## src/design/urb_pkg.sv

```systemverilog
// Purpose: constants and carriers for the serial port register banking block
// Assumes: 8-bit host data, 3-bit offset, one access per strobe
// Notes: offsets are the 3-bit window addresses
package urb_pkg;
    localparam logic [2:0] OFS_DATA = 3'h0;
    localparam logic [2:0] OFS_IEN = 3'h1;
    localparam logic [2:0] OFS_FIFO = 3'h2;
    localparam logic [2:0] OFS_LINE = 3'h3;
    localparam logic [2:0] OFS_MODEM = 3'h4;
    localparam logic [2:0] OFS_LSTAT = 3'h5;
    localparam logic [2:0] OFS_MSTAT = 3'h6;
    localparam logic [2:0] OFS_SCRATCH = 3'h7;
    localparam logic [7:0] BANK_PATTERN = 8'hbf;
    localparam int LATCH_BIT = 7;
    localparam int EXTRA_STATUS_BIT = 7;
    localparam int EXTRA_INDEX_BIT = 6;
    localparam logic [7:0] STATUS_WR_MASK = 8'h03;
    localparam logic [7:0] LINE_RESET = 8'h00;
    localparam logic [7:0] REG_RESET = 8'h00;

    // msb first, so a plain cast of line format bits 6:0 lands each field
    typedef struct packed {
        logic txBreak;
        logic parityForce;
        logic parityOdd;
        logic parityEnable;
        logic stopBits;
        logic [1:0] dataLength;
    } urb_frame_t;

    typedef struct packed {
        logic [2:0] addr;
        logic wr;
        logic rd;
        logic [7:0] wdata;
    } urb_access_t;
endpackage

```

## src/design/urb_reg8.sv

```systemverilog
// Purpose: one host-writable byte register with masked write
// Assumes: synchronous active-low reset
// Notes: used for each plain stored register
`timescale 1ns/1ps
`default_nettype none
module urb_reg8 #(
    parameter logic [7:0] RESET_VAL = 8'h00,
    parameter logic [7:0] WR_MASK = 8'hff
) (
    input wire logic sys_clk, // clock
    input wire logic rst_n, // sync reset
    input wire logic wrEn, // write strobe
    input wire logic [7:0] wdata, // write data
    input wire logic [7:0] hwVal, // value for non-writable bits
    output logic [7:0] value // stored value
);
    logic [7:0] value_q;
    logic [7:0] value_d;

    always_comb begin
        value_d = (value_q & WR_MASK) | (hwVal & ~WR_MASK);
        if (wrEn) begin
            value_d = (wdata & WR_MASK) | (hwVal & ~WR_MASK);
        end
    end

    always_ff @(posedge sys_clk) begin
        if (!rst_n) begin
            value_q <= RESET_VAL;
        end else begin
            value_q <= value_d;
        end
    end

    assign value = value_q;
endmodule
`default_nettype wire

```

## src/design/urb_bank_top.sv

```systemverilog
// Purpose: host register window decode and bank selection for one serial port
// Assumes: host strobes are synchronous to sys_clk, one cycle each
// Notes: read data registered, valid one cycle after the read strobe
`timescale 1ns/1ps
`default_nettype none
module urb_bank_top (
    input wire logic sys_clk, // 20 MHz clock
    input wire logic rst_n, // sync reset, active low
    input wire urb_pkg::urb_access_t hostAcc, // host address, strobes, data
    input wire logic [7:0] rxHolding, // receive holding data
    input wire logic [7:0] intSource, // interrupt source value
    input wire logic [7:0] lineStatus, // line status value
    input wire logic [7:0] modemStatus, // modem status value
    input wire logic [7:0] rxFillCount, // receive fifo level
    input wire logic [7:0] txFillCount, // transmit fifo level
    input wire logic [7:0] statusHw, // read-only extended status bits
    input wire logic [7:0] extraControl, // extra control register value
    input wire logic [7:0] idxRdata, // selected indexed register data
    output logic [7:0] rdata, // read data
    output logic rvalid, // read data valid pulse
    output logic txWrite, // transmit holding load pulse
    output logic rxRead, // receive holding pop pulse
    output logic fifoCtlWrite, // fifo control write pulse
    output logic srcRead, // interrupt source read pulse
    output logic idxWrite, // indexed window write pulse
    output logic idxRead, // indexed window read pulse
    output logic [7:0] busData, // data for write pulses
    output logic [15:0] baudDivisor, // divisor latch
    output urb_pkg::urb_frame_t frame, // framing shared by tx and rx
    output logic [7:0] intEnable, // interrupt enable
    output logic [7:0] modemControl, // modem control
    output logic [7:0] scratchPad, // scratch pad
    output logic [7:0] enhFeatures, // enhanced features
    output logic [7:0] resumeCharA, // resume char a
    output logic [7:0] resumeCharB, // resume char b
    output logic [7:0] pauseCharA, // pause char a
    output logic [7:0] pauseCharB, // pause char b
    output logic [7:0] extStatus // extended status
);
    ////////////////////////////////////////////////////////////////////////////
    logic [7:0] line_q, line_d;
    logic bank_q, bank_d;
    logic wr, rd;
    logic latchOpen, statusBank, idxEnable;
    logic [2:0] a;

    assign wr = hostAcc.wr;
    assign rd = hostAcc.rd;
    assign a = hostAcc.addr;
    assign latchOpen = line_q[urb_pkg::LATCH_BIT];
    assign statusBank = extraControl[urb_pkg::EXTRA_STATUS_BIT];
    assign idxEnable = extraControl[urb_pkg::EXTRA_INDEX_BIT];

    // bank flag follows only the last line format write
    always_comb begin
        line_d = line_q;
        bank_d = bank_q;
        if (wr && a == urb_pkg::OFS_LINE && !bank_q) begin
            if (hostAcc.wdata == urb_pkg::BANK_PATTERN) begin
                line_d = {1'b1, line_q[6:0]};
                bank_d = 1'b1;
            end else begin
                line_d = hostAcc.wdata;
                bank_d = 1'b0;
            end
        end else if (wr && a == urb_pkg::OFS_LINE) begin
            // a line format write exits the bank unless it is the pattern again
            bank_d = (hostAcc.wdata == urb_pkg::BANK_PATTERN);
            line_d = bank_d ? {1'b1, line_q[6:0]} : hostAcc.wdata;
        end
    end

    always_ff @(posedge sys_clk) begin
        if (!rst_n) begin
            line_q <= urb_pkg::LINE_RESET;
            bank_q <= 1'b0;
        end else begin
            line_q <= line_d;
            bank_q <= bank_d;
        end
    end

    ////////////////////////////////////////////////////////////////////////////
    // write decode per register
    logic wDll, wDlm, wIer, wMcr, wSpr, wEfr, wXa, wXb, wPa, wPb, wAsr;
    logic normal;
    assign normal = !bank_q;
    assign wDll = wr && a == urb_pkg::OFS_DATA && latchOpen && normal;
    assign wDlm = wr && a == urb_pkg::OFS_IEN && latchOpen && normal;
    assign wAsr = wr && a == urb_pkg::OFS_IEN && statusBank && !latchOpen;
    assign wIer = wr && a == urb_pkg::OFS_IEN && !latchOpen && !statusBank;
    assign wEfr = wr && a == urb_pkg::OFS_FIFO && bank_q;
    assign wMcr = wr && a == urb_pkg::OFS_MODEM && normal;
    assign wXa = wr && a == urb_pkg::OFS_MODEM && bank_q;
    assign wXb = wr && a == urb_pkg::OFS_LSTAT && bank_q;
    assign wPa = wr && a == urb_pkg::OFS_MSTAT && bank_q;
    assign wPb = wr && a == urb_pkg::OFS_SCRATCH && bank_q;
    assign wSpr = wr && a == urb_pkg::OFS_SCRATCH && normal;

    logic [7:0] dll, baud_divisor_high;
    urb_reg8 uDll (.sys_clk(sys_clk), .rst_n(rst_n), .wrEn(wDll), .wdata(hostAcc.wdata),
        .hwVal(8'h00), .value(dll));
    urb_reg8 uDlm (.sys_clk(sys_clk), .rst_n(rst_n), .wrEn(wDlm), .wdata(hostAcc.wdata),
        .hwVal(8'h00), .value(baud_divisor_high));
    urb_reg8 uIer (.sys_clk(sys_clk), .rst_n(rst_n), .wrEn(wIer), .wdata(hostAcc.wdata),
        .hwVal(8'h00), .value(intEnable));
    urb_reg8 uMcr (.sys_clk(sys_clk), .rst_n(rst_n), .wrEn(wMcr), .wdata(hostAcc.wdata),
        .hwVal(8'h00), .value(modemControl));
    urb_reg8 uSpr (.sys_clk(sys_clk), .rst_n(rst_n), .wrEn(wSpr), .wdata(hostAcc.wdata),
        .hwVal(8'h00), .value(scratchPad));
    urb_reg8 uEfr (.sys_clk(sys_clk), .rst_n(rst_n), .wrEn(wEfr), .wdata(hostAcc.wdata),
        .hwVal(8'h00), .value(enhFeatures));
    urb_reg8 uXa (.sys_clk(sys_clk), .rst_n(rst_n), .wrEn(wXa), .wdata(hostAcc.wdata),
        .hwVal(8'h00), .value(resumeCharA));
    urb_reg8 uXb (.sys_clk(sys_clk), .rst_n(rst_n), .wrEn(wXb), .wdata(hostAcc.wdata),
        .hwVal(8'h00), .value(resumeCharB));
    urb_reg8 uPa (.sys_clk(sys_clk), .rst_n(rst_n), .wrEn(wPa), .wdata(hostAcc.wdata),
        .hwVal(8'h00), .value(pauseCharA));
    urb_reg8 uPb (.sys_clk(sys_clk), .rst_n(rst_n), .wrEn(wPb), .wdata(hostAcc.wdata),
        .hwVal(8'h00), .value(pauseCharB));
    // status bits above 1 track hardware, host owns bits 1:0
    urb_reg8 #(.WR_MASK(urb_pkg::STATUS_WR_MASK)) uAsr (.sys_clk(sys_clk), .rst_n(rst_n),
        .wrEn(wAsr), .wdata(hostAcc.wdata), .hwVal(statusHw), .value(extStatus));

    assign baudDivisor = {baud_divisor_high, dll};
    assign frame = urb_pkg::urb_frame_t'(line_q[6:0]);

    ////////////////////////////////////////////////////////////////////////////
    // read mux and side-effect pulses
    logic [7:0] rdata_q, rdata_d, bus_q, bus_d;
    logic rvalid_q, tx_q, rx_q, fc_q, sr_q, iw_q, ir_q;
    logic tx_d, rx_d, fc_d, sr_d, iw_d, ir_d;

    always_comb begin
        rdata_d = 8'h00;
        rx_d = 1'b0;
        sr_d = 1'b0;
        ir_d = 1'b0;
        tx_d = wr && a == urb_pkg::OFS_DATA && !latchOpen && normal;
        fc_d = wr && a == urb_pkg::OFS_FIFO && normal;
        iw_d = wr && a == urb_pkg::OFS_LSTAT && normal;
        bus_d = wr ? hostAcc.wdata : bus_q;
        if (rd) begin
            unique case (a)
                urb_pkg::OFS_DATA: begin
                    if (latchOpen) begin
                        rdata_d = dll;
                    end else begin
                        rdata_d = rxHolding;
                        rx_d = 1'b1;
                    end
                end
                urb_pkg::OFS_IEN: begin
                    if (statusBank && !latchOpen) begin
                        rdata_d = extStatus;
                    end else if (latchOpen) begin
                        rdata_d = baud_divisor_high;
                    end else begin
                        rdata_d = intEnable;
                    end
                end
                urb_pkg::OFS_FIFO: begin
                    if (bank_q) begin
                        rdata_d = enhFeatures;
                    end else begin
                        rdata_d = intSource;
                        sr_d = 1'b1;
                    end
                end
                urb_pkg::OFS_LINE: begin
                    rdata_d = statusBank ? rxFillCount : line_q;
                end
                urb_pkg::OFS_MODEM: begin
                    if (bank_q) begin
                        rdata_d = resumeCharA;
                    end else begin
                        rdata_d = statusBank ? txFillCount : modemControl;
                    end
                end
                urb_pkg::OFS_LSTAT: begin
                    if (bank_q) begin
                        rdata_d = resumeCharB;
                    end else if (idxEnable) begin
                        rdata_d = idxRdata;
                        ir_d = 1'b1;
                    end else begin
                        rdata_d = lineStatus;
                    end
                end
                urb_pkg::OFS_MSTAT: begin
                    rdata_d = bank_q ? pauseCharA : modemStatus;
                end
                urb_pkg::OFS_SCRATCH: begin
                    rdata_d = bank_q ? pauseCharB : scratchPad;
                end
            endcase
        end
    end

    always_ff @(posedge sys_clk) begin
        if (!rst_n) begin
            rdata_q <= urb_pkg::REG_RESET;
            bus_q <= urb_pkg::REG_RESET;
            rvalid_q <= 1'b0;
            tx_q <= 1'b0;
            rx_q <= 1'b0;
            fc_q <= 1'b0;
            sr_q <= 1'b0;
            iw_q <= 1'b0;
            ir_q <= 1'b0;
        end else begin
            rdata_q <= rdata_d;
            bus_q <= bus_d;
            rvalid_q <= rd;
            tx_q <= tx_d;
            rx_q <= rx_d;
            fc_q <= fc_d;
            sr_q <= sr_d;
            iw_q <= iw_d;
            ir_q <= ir_d;
        end
    end

    assign rdata = rdata_q;
    assign rvalid = rvalid_q;
    assign txWrite = tx_q;
    assign rxRead = rx_q;
    assign fifoCtlWrite = fc_q;
    assign srcRead = sr_q;
    assign idxWrite = iw_q;
    assign idxRead = ir_q;
    assign busData = bus_q;
endmodule
`default_nettype wire

```

## config.mk

```make
export PLATFORM = sky130hd
export DESIGN_NAME = urb_bank_top
export DESIGN_NICKNAME = d
export VERILOG_FILES = /design/src/design/urb_pkg.sv /design/src/design/urb_reg8.sv /design/src/design/urb_bank_top.sv
export SDC_FILE = /design/constraint.sdc
export NUM_CORES = 1
export LEC_CHECK = 0
export ABC_AREA = 1
export BUFFER_PORTS_ARGS = -buffer_cell sky130_fd_sc_hd__buf_2
export CAP_MARGIN = 20
export CELL_PAD_IN_SITES_DETAIL_PLACEMENT = 0
export CELL_PAD_IN_SITES_GLOBAL_PLACEMENT = 2
export CORE_MARGIN = 3
export CORE_UTILIZATION = 27
export CTS_CLUSTER_DIAMETER = 100
export DETAILED_ROUTE_END_ITERATION = 12
export HOLD_SLACK_MARGIN = 0.02
export PLACE_DENSITY_LB_ADDON = 0.1
export SLEW_MARGIN = 20
export SYNTH_ARGS = -nofsm -noshare
export SYNTH_HDL_FRONTEND = slang
export SYNTH_SLANG_ARGS = --single-unit
```

## constraint.sdc

```tcl
create_clock -name sys_clk -period 2.45 [get_ports sys_clk]
set_input_delay 0.1225 -clock sys_clk [delete_from_list [all_inputs] [get_ports sys_clk]]
set_output_delay 0.1225 -clock sys_clk [all_outputs]
set_load 0.03 [all_outputs]
```

* After elaboration in Yosys (flattened, before gate mapping) *
Cells that the tools add are included.

cells by class
  bitwise operators = 5
  equality and inequality tests = 8
  multiplexer cells = 22
  reductions and logical operators = 38

operators by type and width
  kind                                            number
  two-way mux 8 bit                               15
  one-hot mux 8 bit (8 select lines)              1
  logical AND 1 bit                               29
  OR 2 x 8 -> 8 bit                               2
  == test 3 bit (second input constant)           4
  == test 8 bit (second input constant)           1
  == test 3 x 2 -> 1 bit (second input constant)  2
  two-way mux 1 bit                               6
  AND reduction 3 bit                             2
  OR reduction 4 bit                              1
  == test 3 x 1 -> 1 bit (second input constant)  1
  zero test 1 bit                                 3
  zero test 3 bit                                 1
  inverter 1 bit                                  3
  AND reduction 2 bit                             1
  nonzero test 2 bit                              1

word-level totals
  output and inout port bits = 118
  flip-flop bits (word level) = 120
  bits of input ports = 87
  logic and storage cells = 95

* Logic depth before layout (Yosys ltp) *
Gate-level depths: netlist (run 1).

  word-level depth = 5
  depth in mapped cells = 11
  gate-level depth less buffers = 9

* Modules after synthesis *
Synthesis (run 1) repeated with hierarchy kept, for this count alone.

second synthesis, totals
  cells, all modules = 1044
  area total of the unflattened synthesis = 6477.5 sq um

by module, submodules not included
  module                seq. area each (sq um)  area each (sq um)  instances  cells an instance
  urb_reg8 at uDll ...  160.2                   356.6              10         51
  urb_bank_top          640.6                   2663.8             1          503
  urb_reg8 at uAsr      160.2                   247.7              1          31

* Worst setup path before layout (run 1) *
No wires, ideal clock.

  kind = register to register
  start = register line_q[7]
  end = register rdata_q[0], in the netlist rdata[0]
  buffers on the path = 2
  path slack = 1.160 ns
  data required time = 2.333 ns
  data arrival time = 1.173 ns
  clock period less this slack = 1.290 ns
  stages on the path, launching flop included = 8
  cells stage by stage = dfxtp_1 > clkbuf_1 > buf_2 > clkinv_1 > nand2_1 > nand2_1 > o21ai_0 > nor2_1

between the ends
  cells in the longest elaborated chain, start to end = 4
  elaborated cells on any way between the ends = 6
  classes of those cells = mux: 4; reduce/logical: 2

ends and longest elaborated chain
  element                                 line                 text
  start: declaration                      urb_bank_top.sv:41   logic [7:0] line_q, line_d;
  start signal: assignment                urb_bank_top.sv:75   line_q <= urb_pkg::LINE_RESET;
  start signal: assignment                urb_bank_top.sv:78   line_q <= line_d;
  zero test 1 bit                         urb_bank_top.sv:154  if (statusBank && !latchOpen) begin
  logical AND 1 bit                       urb_bank_top.sv:154
  two-way mux 8 bit                       urb_bank_top.sv:154
  one-hot mux 8 bit (8 select lines) (*)  urb_bank_top.sv:144  unique case (a)
  end signal: assignment                  urb_bank_top.sv:202  rdata_q <= urb_pkg::REG_RESET;
  end signal: assignment                  urb_bank_top.sv:212  rdata_q <= rdata_d;
  end: declaration                        urb_bank_top.sv:130  logic [7:0] rdata_q, rdata_d, bus_q, bus_d;

Every way passes the cells marked *; elsewhere a longest branch is shown, timed or not.
A chain may end at the register's enable or synchronous reset.

* Worst setup path in the final report (run 1) *
  start = register bank_q
  end = register uXa.value_q[1], in the netlist uXa.value[1]

between the ends
  cells in the longest elaborated chain, start to end = 1

ends and longest elaborated chain
  element                   line                text
  start: declaration        urb_bank_top.sv:42  logic bank_q, bank_d;
  start signal: assignment  urb_bank_top.sv:79  bank_q <= bank_d;
  logical AND 1 bit         urb_bank_top.sv:94  assign wXa = wr && a == urb_pkg::OFS_MODEM && bank_q;
  end signal: assignment    urb_reg8.sv:31      value_q <= value_d;
  end: declaration          urb_reg8.sv:17      logic [7:0] value_q;

No other way between the ends.

==> impl_metrics.yaml, run 1 <==
floorplanning:
  die_height_um: 151
  ioPinCount: 205
  row_count: 52
  design.die.area_sq_um: 22700
  core_area_sq_um: 20400
  initial_utilization_pct: 27.7
  die_width_um: 151
drt:
  total_number_of_vias: 6117
  drt.antenna.violating_nets: 0
  iteration_0_drc_count_of_the_detailed_router: 370
  avgViaCountPerCell: 4.56
  drc: 0
  totalWireLength_um: 24300
  dr.pass1.iters: 4
  post_drt_wl_per_cell_um: 18.2
sta:
  fmaxAchievable_mhz: 497
  grt_setup_unrepaired: "false"
  post-route-min-period_ns: 2.01
  maxSlewHeadroom_pct: 58.0
  timing_worst_slew_pin_value_ns: 0.629
  hold_violations: 0
  slew_violations: 0
  fin_skew_ns: 0.00622
  setup_violations: 0
  post-route-period-util_pct: 82.1
  fin_tns_setup_ns: 0
setup_path:
  crit-reg2reg-launch: "bank_q"
  required_ns: 2.74
  register_to_register_path_depth: 6
  crit_fanout: 32
  count_of_buffering_cells_on_the_critical_path_with_inverters_included: 2
  cp_common_cell: "sky130_fd_sc_hd__nand2_1"
  cp-startpoint: "bank_q"
  crit_chain: "buf_4, nand2_1, inv_1, nand2_1, o21ai_0, a21oi_1"
  start_kind: "register"
  cpPeakStageDelay_ns: 0.40
  worst-endpoint-arrival_ns: 2.31
  cp_top_family: "buffers and inverters"
  path_depth: 6
  critical_path_class: "reg -> reg"
  crit_slowest_cell: "sky130_fd_sc_hd__buf_4"
  setup.worst_path.end_class: "register"
yosys:
  area_contributors_post_synth: "sky130_fd_sc_hd__dfxtp_1 (42%), sky130_fd_sc_hd__nand2_1 (17%), sky130_fd_sc_hd__nor2_1 (11%), sky130_fd_sc_hd__a21oi_1 (5.0%), sky130_fd_sc_hd__nand3_1 (4.4%)"
  number_of_synthesized_register_bits: 120
  post_synth_most_frequent_cells: "sky130_fd_sc_hd__nand2_1 (262), sky130_fd_sc_hd__nor2_1 (164), sky130_fd_sc_hd__dfxtp_1 (120)"
  synth_top_cell_area_share_pct: 42.5
  yosysSeqAreaShare_pct: 42.5
  synth_ff_type: "sky130_fd_sc_hd__dfxtp_1"
  synth_compound_area_share_pct: 13.5
  syn-mean-instance-area_sq_um: 6.53
  synth_xor_xnor_area_share_pct: 0
  synth.largest_area_cell: "sky130_fd_sc_hd__dfxtp_1"
  number_of_flops_mapped_to_enable_cells_by_yosys: 0
  synth_cell_type_count: 24
  yosys.area_share.adder_pct: 0
  fraction_of_registers_with_async_set_reset_pct: 0
  synthMuxAreaShare_pct: 0
  synth_fp_nets: 954
  synth-simple-area-share_pct: 36.3
  count_of_yosys_warnings_during_synthesis: 0
  synth_area_sq_um: 5660
  yosys.cell_count.top_type: "sky130_fd_sc_hd__nand2_1"
  netlist_instances: 867
  dominant_combinational_cell_family_by_area_after_synthesis: "simple AND/OR/NAND/NOR gates"
clock_network:
  ctsRootBufferMaster: "sky130_fd_sc_hd__clkbuf_16"
  h_tree_depth: 4
  clk_pin_slew_ns: 0.06
  clock_tree_buffer_depth: 2
  cts_tree: "yes"
  clock_latency_ns: 0.42
  tritoncts_num_sinks: 120
  number_of_clock_buffers_inserted_by_tritoncts: 17
final_layout:
  final.fill_count: 2339
  syn2layout_area_growth_pct: 34.0
  layout-drive-gt1-share_pct: 26.1
  utilization_pct: 37.1
  finalNetCount: 1143
run:
  drv.max_cap_violation_count: 0
hold_path:
  hold_start: "hostAcc[4]"
  holdPathStages: 3
  worstHoldPathType: "in -> reg"
place:
  place.gp.congestion: 0.804
  dpl_wire_length_um: 17400
  io_buffer_count: 196
global_routing:
  grt_use_total_pct: 21.5
  first_pass_grt_wire_length_um: 36100
  first_global_vias: 6009
  initial_antenna_violation_count: 3
  grt_max_degree: 53
  global_route.overflow_total: 0
power_and_ir_drop:
  p_leak_nw: 3.91
  powerDensity_nw_per_um2: 716
  irDropWorstVdd_uv: 436
status:
  outcome: "completed"
report_power, final:
group	internal, mW	switching [mW]	leakage [nW]	total [mW]
Clock	1.81	0.990	0.311	2.80
Combinational	0.180	0.419	2.63	0.600
Sequential	2.00	0.0297	0.973	2.03
cell usage in the layout, fill, tap and decap left out, drive strengths merged:
cell type and count:
dlygate4sd3 6, a21oi 58, nand3 50, nand2 267, clkinvlp 2, diode 1
buf 217, nor4 1, bufinv 5, nor3 6, clkinv 12, clkbuf 18
dfxtp 120, o21ai 93, inv 38, nor2 176
layer usage:
layer  vias up  share of wire [%]  global-route usage [%]  wire, um
li1       3135                  -                       -         -
met1      2789                 47                    29.5     11500
met2       169                 46                    34.8     11200
met3        20                5.8                    4.49      1410
met4         4               0.83                    5.03       203
met5         -              0.058                       0        14
stage by stage:
step	cells	hold WS [ns]	cell area [sq um]	setup WS (ns)	power, mW
2_1_floorplan	867	0.220	5660	1.16	2.40
3_3_place_gp	1301	0.307	6870	0.498	2.67
3_5_place_dp	1301	0.308	6870	0.475	2.67
4_1_cts	1339	0.0367	7580	0.460	5.49
5_1_grt	1340	0.0571	7580	0.260	5.64
6_report	1340	0.0495	7580	0.437	5.43
cell type report:
type / instances / area, sq um / area share, %
diodes: 1 / 2.50 / 0.0330
clock buffers: 18 / 429 / 5.66
clock inverters: 14 / 223 / 2.94
inverters: 43 / 163 / 2.14
multi-input cells: 651 / 2820 / 37.1
flip-flops and latches: 120 / 2400 / 31.7
well taps: 270 / 338 / 4.45
repair buffers: 223 / 1210 / 16.0
worst register-to-register path: cells and delay by family (launching register included):
| kind | cells | cell delay, ns |
|---|---|---|
| flip-flops | 1 | 0.34 |
| buffers and inverters | 2 | 0.65 |
| AO/OA/AOI/OAI | 2 | 0.29 |
| AND/OR/NAND/NOR | 2 | 0.62 |
timing repair:
| action | 4_1_cts | 5_1_grt |
|---|---|---|
| setup endpoints to repair | 0 | 0 |
| endpoints found under the hold margin | 6 | 0 |
| hold buffers | 6 | 0 |
| resized for setup | 0 | 0 |
| setup buffers | 0 | 0 |
kinds of logic (layout without fill, tap and decap cells):
family                 after synthesis  count (layout)
DFF                                120             120
buffers and inverters               96             298
other                                0               1
and+or+nand+nor                    500             500
AOI/OAI and AO/OA                  151             151
final timing paths:
path,to,slack (ns)
worst max-delay path,uXa.value[1],0.44
worst min-delay path,uIer.value[4],0.05
worst max register to register,uXa.value[1],0.44
worst min register to register,busData[7],0.47
Note: power is estimated with default switching activity, not from simulation.
==> run 2, diff against run 1 <==
--- a/config.mk
+++ b/config.mk
@@ -11,7 +11,7 @@
 export CELL_PAD_IN_SITES_DETAIL_PLACEMENT = 0
 export CELL_PAD_IN_SITES_GLOBAL_PLACEMENT = 2
 export CORE_MARGIN = 3
-export CORE_UTILIZATION = 27
+export CORE_UTILIZATION = 23
 export CTS_CLUSTER_DIAMETER = 100
 export DETAILED_ROUTE_END_ITERATION = 12
 export HOLD_SLACK_MARGIN = 0.02
==> constraint.sdc (replaced) <==
create_clock -name sys_clk -period 1.71 [get_ports sys_clk]
set_input_delay 0.0855 -clock sys_clk [delete_from_list [all_inputs] [get_ports sys_clk]]
set_output_delay 0.0855 -clock sys_clk [all_outputs]
set_load 0.03 [all_outputs]
==> run 2 against run 1 <==
Compared with the run above: flip-flop and latch count is the same; combinational power is 49% higher; clock skew increased by 0.0092 ns; final cell count grew 5.0%; via count about the same; sequential power up 43%; first-iteration DRC count rose by 9.5%; power up 32%; highest routed layer unchanged.
==> impl_metrics.yaml, run 2 (synthesis results as in run 1) <==
global_routing:
  grt.met1_usage_pct: 27.0
  grt_most_used_layer: "met2"
  groute.layer.met3.usage_pct: 3.97
  initial_antenna_violation_count: 1
  first_global_vias: 6209
  first_pass_grt_wire_length_um: 38300
  grt.met2_usage_pct: 30.9
  grt_max_degree: 51
  grt_use_total_pct: 19.4
  global_route.overflow_total: 0
run:
  drv.max_cap_violation_count: 0
drt:
  drc: 0
  totalWireLength_um: 25700
  iteration_0_drc_count_of_the_detailed_router: 405
  total_number_of_vias: 6123
  post_drt_wl_per_cell_um: 18.2
  avgViaCountPerCell: 4.35
  dr.pass1.iters: 5
  drt.antenna.violating_nets: 0
sta:
  slew_violations: 0
  timing_worst_slew_pin_value_ns: 0.544
  grt_setup_unrepaired: "false"
  fmaxAchievable_mhz: 648
  maxSlewHeadroom_pct: 63.7
  fin_skew_ns: 0.0155
  post-route-period-util_pct: 90.3
  fin_tns_setup_ns: 0
  setup_violations: 0
  hold_violations: 0
  post-route-min-period_ns: 1.54
floorplanning:
  ioPinCount: 205
  design.die.area_sq_um: 26500
  die_width_um: 163
  die_height_um: 163
  row_count: 56
  initial_utilization_pct: 23.7
  core_area_sq_um: 23800
final_layout:
  layout-drive-gt1-share_pct: 27.7
  multi_input_comb_area_sq_um: 2830
  syn2layout_area_growth_pct: 36.6
  final.fill_count: 2751
  finalNetCount: 1162
  mostFrequentLayoutCells: "sky130_fd_sc_hd__nand2_1 (260), sky130_fd_sc_hd__buf_2 (196), sky130_fd_sc_hd__nor2_1 (163)"
  seqCellArea_sq_um: 2400
  leading_cell_type_in_the_layout_fill_and_taps_excluded: "sky130_fd_sc_hd__nand2_1"
status:
  outcome: "completed"
setup_path:
  count_of_buffering_cells_on_the_critical_path_with_inverters_included: 2
  crit_slowest_cell: "sky130_fd_sc_hd__dfxtp_1"
  cp_common_cell: "sky130_fd_sc_hd__nor2_1"
  cp_top_family: "simple AND/OR/NAND/NOR gates"
  r2r_slack_ns: 0.17
  start_kind: "register"
  crit-reg2reg-launch: "bank_q"
  setup.worst_path.end_class: "register"
  critical_path_class: "reg -> reg"
  crit-reg2reg-capture: "uDlm.value[7]"
  register_to_register_path_depth: 7
  crit_fanout: 8
  worst-endpoint-arrival_ns: 1.86
  crit_chain: "buf_4, nor2_2, nand2_1, nor2_4, inv_1, nor2_1, nor2_1"
  required_ns: 2.02
  cpPeakStageDelay_ns: 0.35
clock_network:
  number_of_clock_buffers_inserted_by_tritoncts: 17
  h_tree_depth: 4
  clk_pin_slew_ns: 0.06
  clock_latency_ns: 0.42
  clock_tree_buffer_depth: 2
  tritoncts_num_sinks: 120
  ctsRootBufferMaster: "sky130_fd_sc_hd__clkbuf_16"
  cts_tree: "yes"
hold_path:
  whs_endpoint: "rdata[2]"
  holdPathStages: 5
  hold_start: "rxHolding[2]"
  worstHoldPathType: "in -> reg"
power_and_ir_drop:
  totalPowerFinal_mw: 7.18
  irDropWorstVdd_uv: 435
  p_leak_nw: 3.97
  powerDensity_nw_per_um2: 929
place:
  dpl_wire_length_um: 19100
  place.gp.congestion: 0.761
  io_buffer_count: 196
==> run 2: cell count changes in the layout (fill, tap and decap cells not counted), sizes merged <==
cell         delta
buf            +18
dlygate4sd3     +1
clkinvlp        +2
bufinv          -4
inv             -1
clkinv          +1
clkbuf          +1
==> run 2: cell type report <==
type                            count  area share (%)
Multi-Input combinational cell    651            36.6
Sequential cell                   120            31.1
Timing Repair Buffer              242            17.9
Clock buffer                       19            5.73
Tap cell                          319            5.17
Inverter                           43            2.15
Clock inverter                     12            1.34
Antenna cell                        1          0.0324
==> run 2: where the power goes <==
part | switching (mW) | internal, mW
clock | 1.36 | 2.02
combinational | 0.612 | 0.283
sequential | 0.0435 | 2.86
total | 2.02 | 5.16
==> run 2: through the flow <==
step / setup slack [ns] / cell area [sq um] / hold WS, ns / utilization (%) / std cells
2_1_floorplan: 0.420 / 5660 / 0.183 / - / 867
3_3_place_gp: 0.0176 / 7080 / 0.269 / 29.7 / 1366
3_5_place_dp: -0.0387 / 7080 / 0.271 / 29.7 / 1366
4_1_cts: 0.00341 / 7690 / 0.0287 / 32.3 / 1404
5_1_grt: 0.0169 / 7720 / 0.0465 / 32.4 / 1406
6_report: 0.166 / 7730 / 0.0398 / 32.4 / 1407
==> run 2: worst max-delay path by stage <==
| stage | endpoint | startpoint | depth (start not counted) | slack, ns |
|---|---|---|---|---|
| 6_report | uDlm.value[7] | bank_q | 7 | 0.17 |
| 5_1_grt | uDlm.value[2] | bank_q | 7 | 0.02 |
| 4_1_cts | uPa.value[1] | bank_q | 6 | 0.003 |
| 3_5_place_dp | uXa.value[1] | bank_q | 6 | -0.04 |
| 3_3_place_gp | uXa.value[1] | bank_q | 6 | 0.02 |
| 2_1_floorplan | rdata[0] | line_q[7] | 7 | 0.42 |
==> run 2: repair_timing <==
| action | CTS | global route |
|---|---|---|
| hold endpoints to repair | 8 | 0 |
| gates resized for setup | 1 | 5 |
| buffers inserted | 0 | 2 |
| endpoints found under the setup margin | 3 | 28 |
| hold buffers | 7 | 0 |
| pin swaps | 0 | 1 |
==> run 2: routing by layer <==
metal  part of all wire, %  vias up
met5                 0.027        -
met4                   1.1        2
met3                   5.4       17
met2                    45      185
met1                    48     2749
li1                      -     3170
==> run 2: worst min-delay path: cells and delay by family <==
family	cells	cell delay (ns)
AND/OR/NAND/NOR	3	0.18
buffers and inverters	1	0.08
AO/OA/AOI/OAI	1	0.07
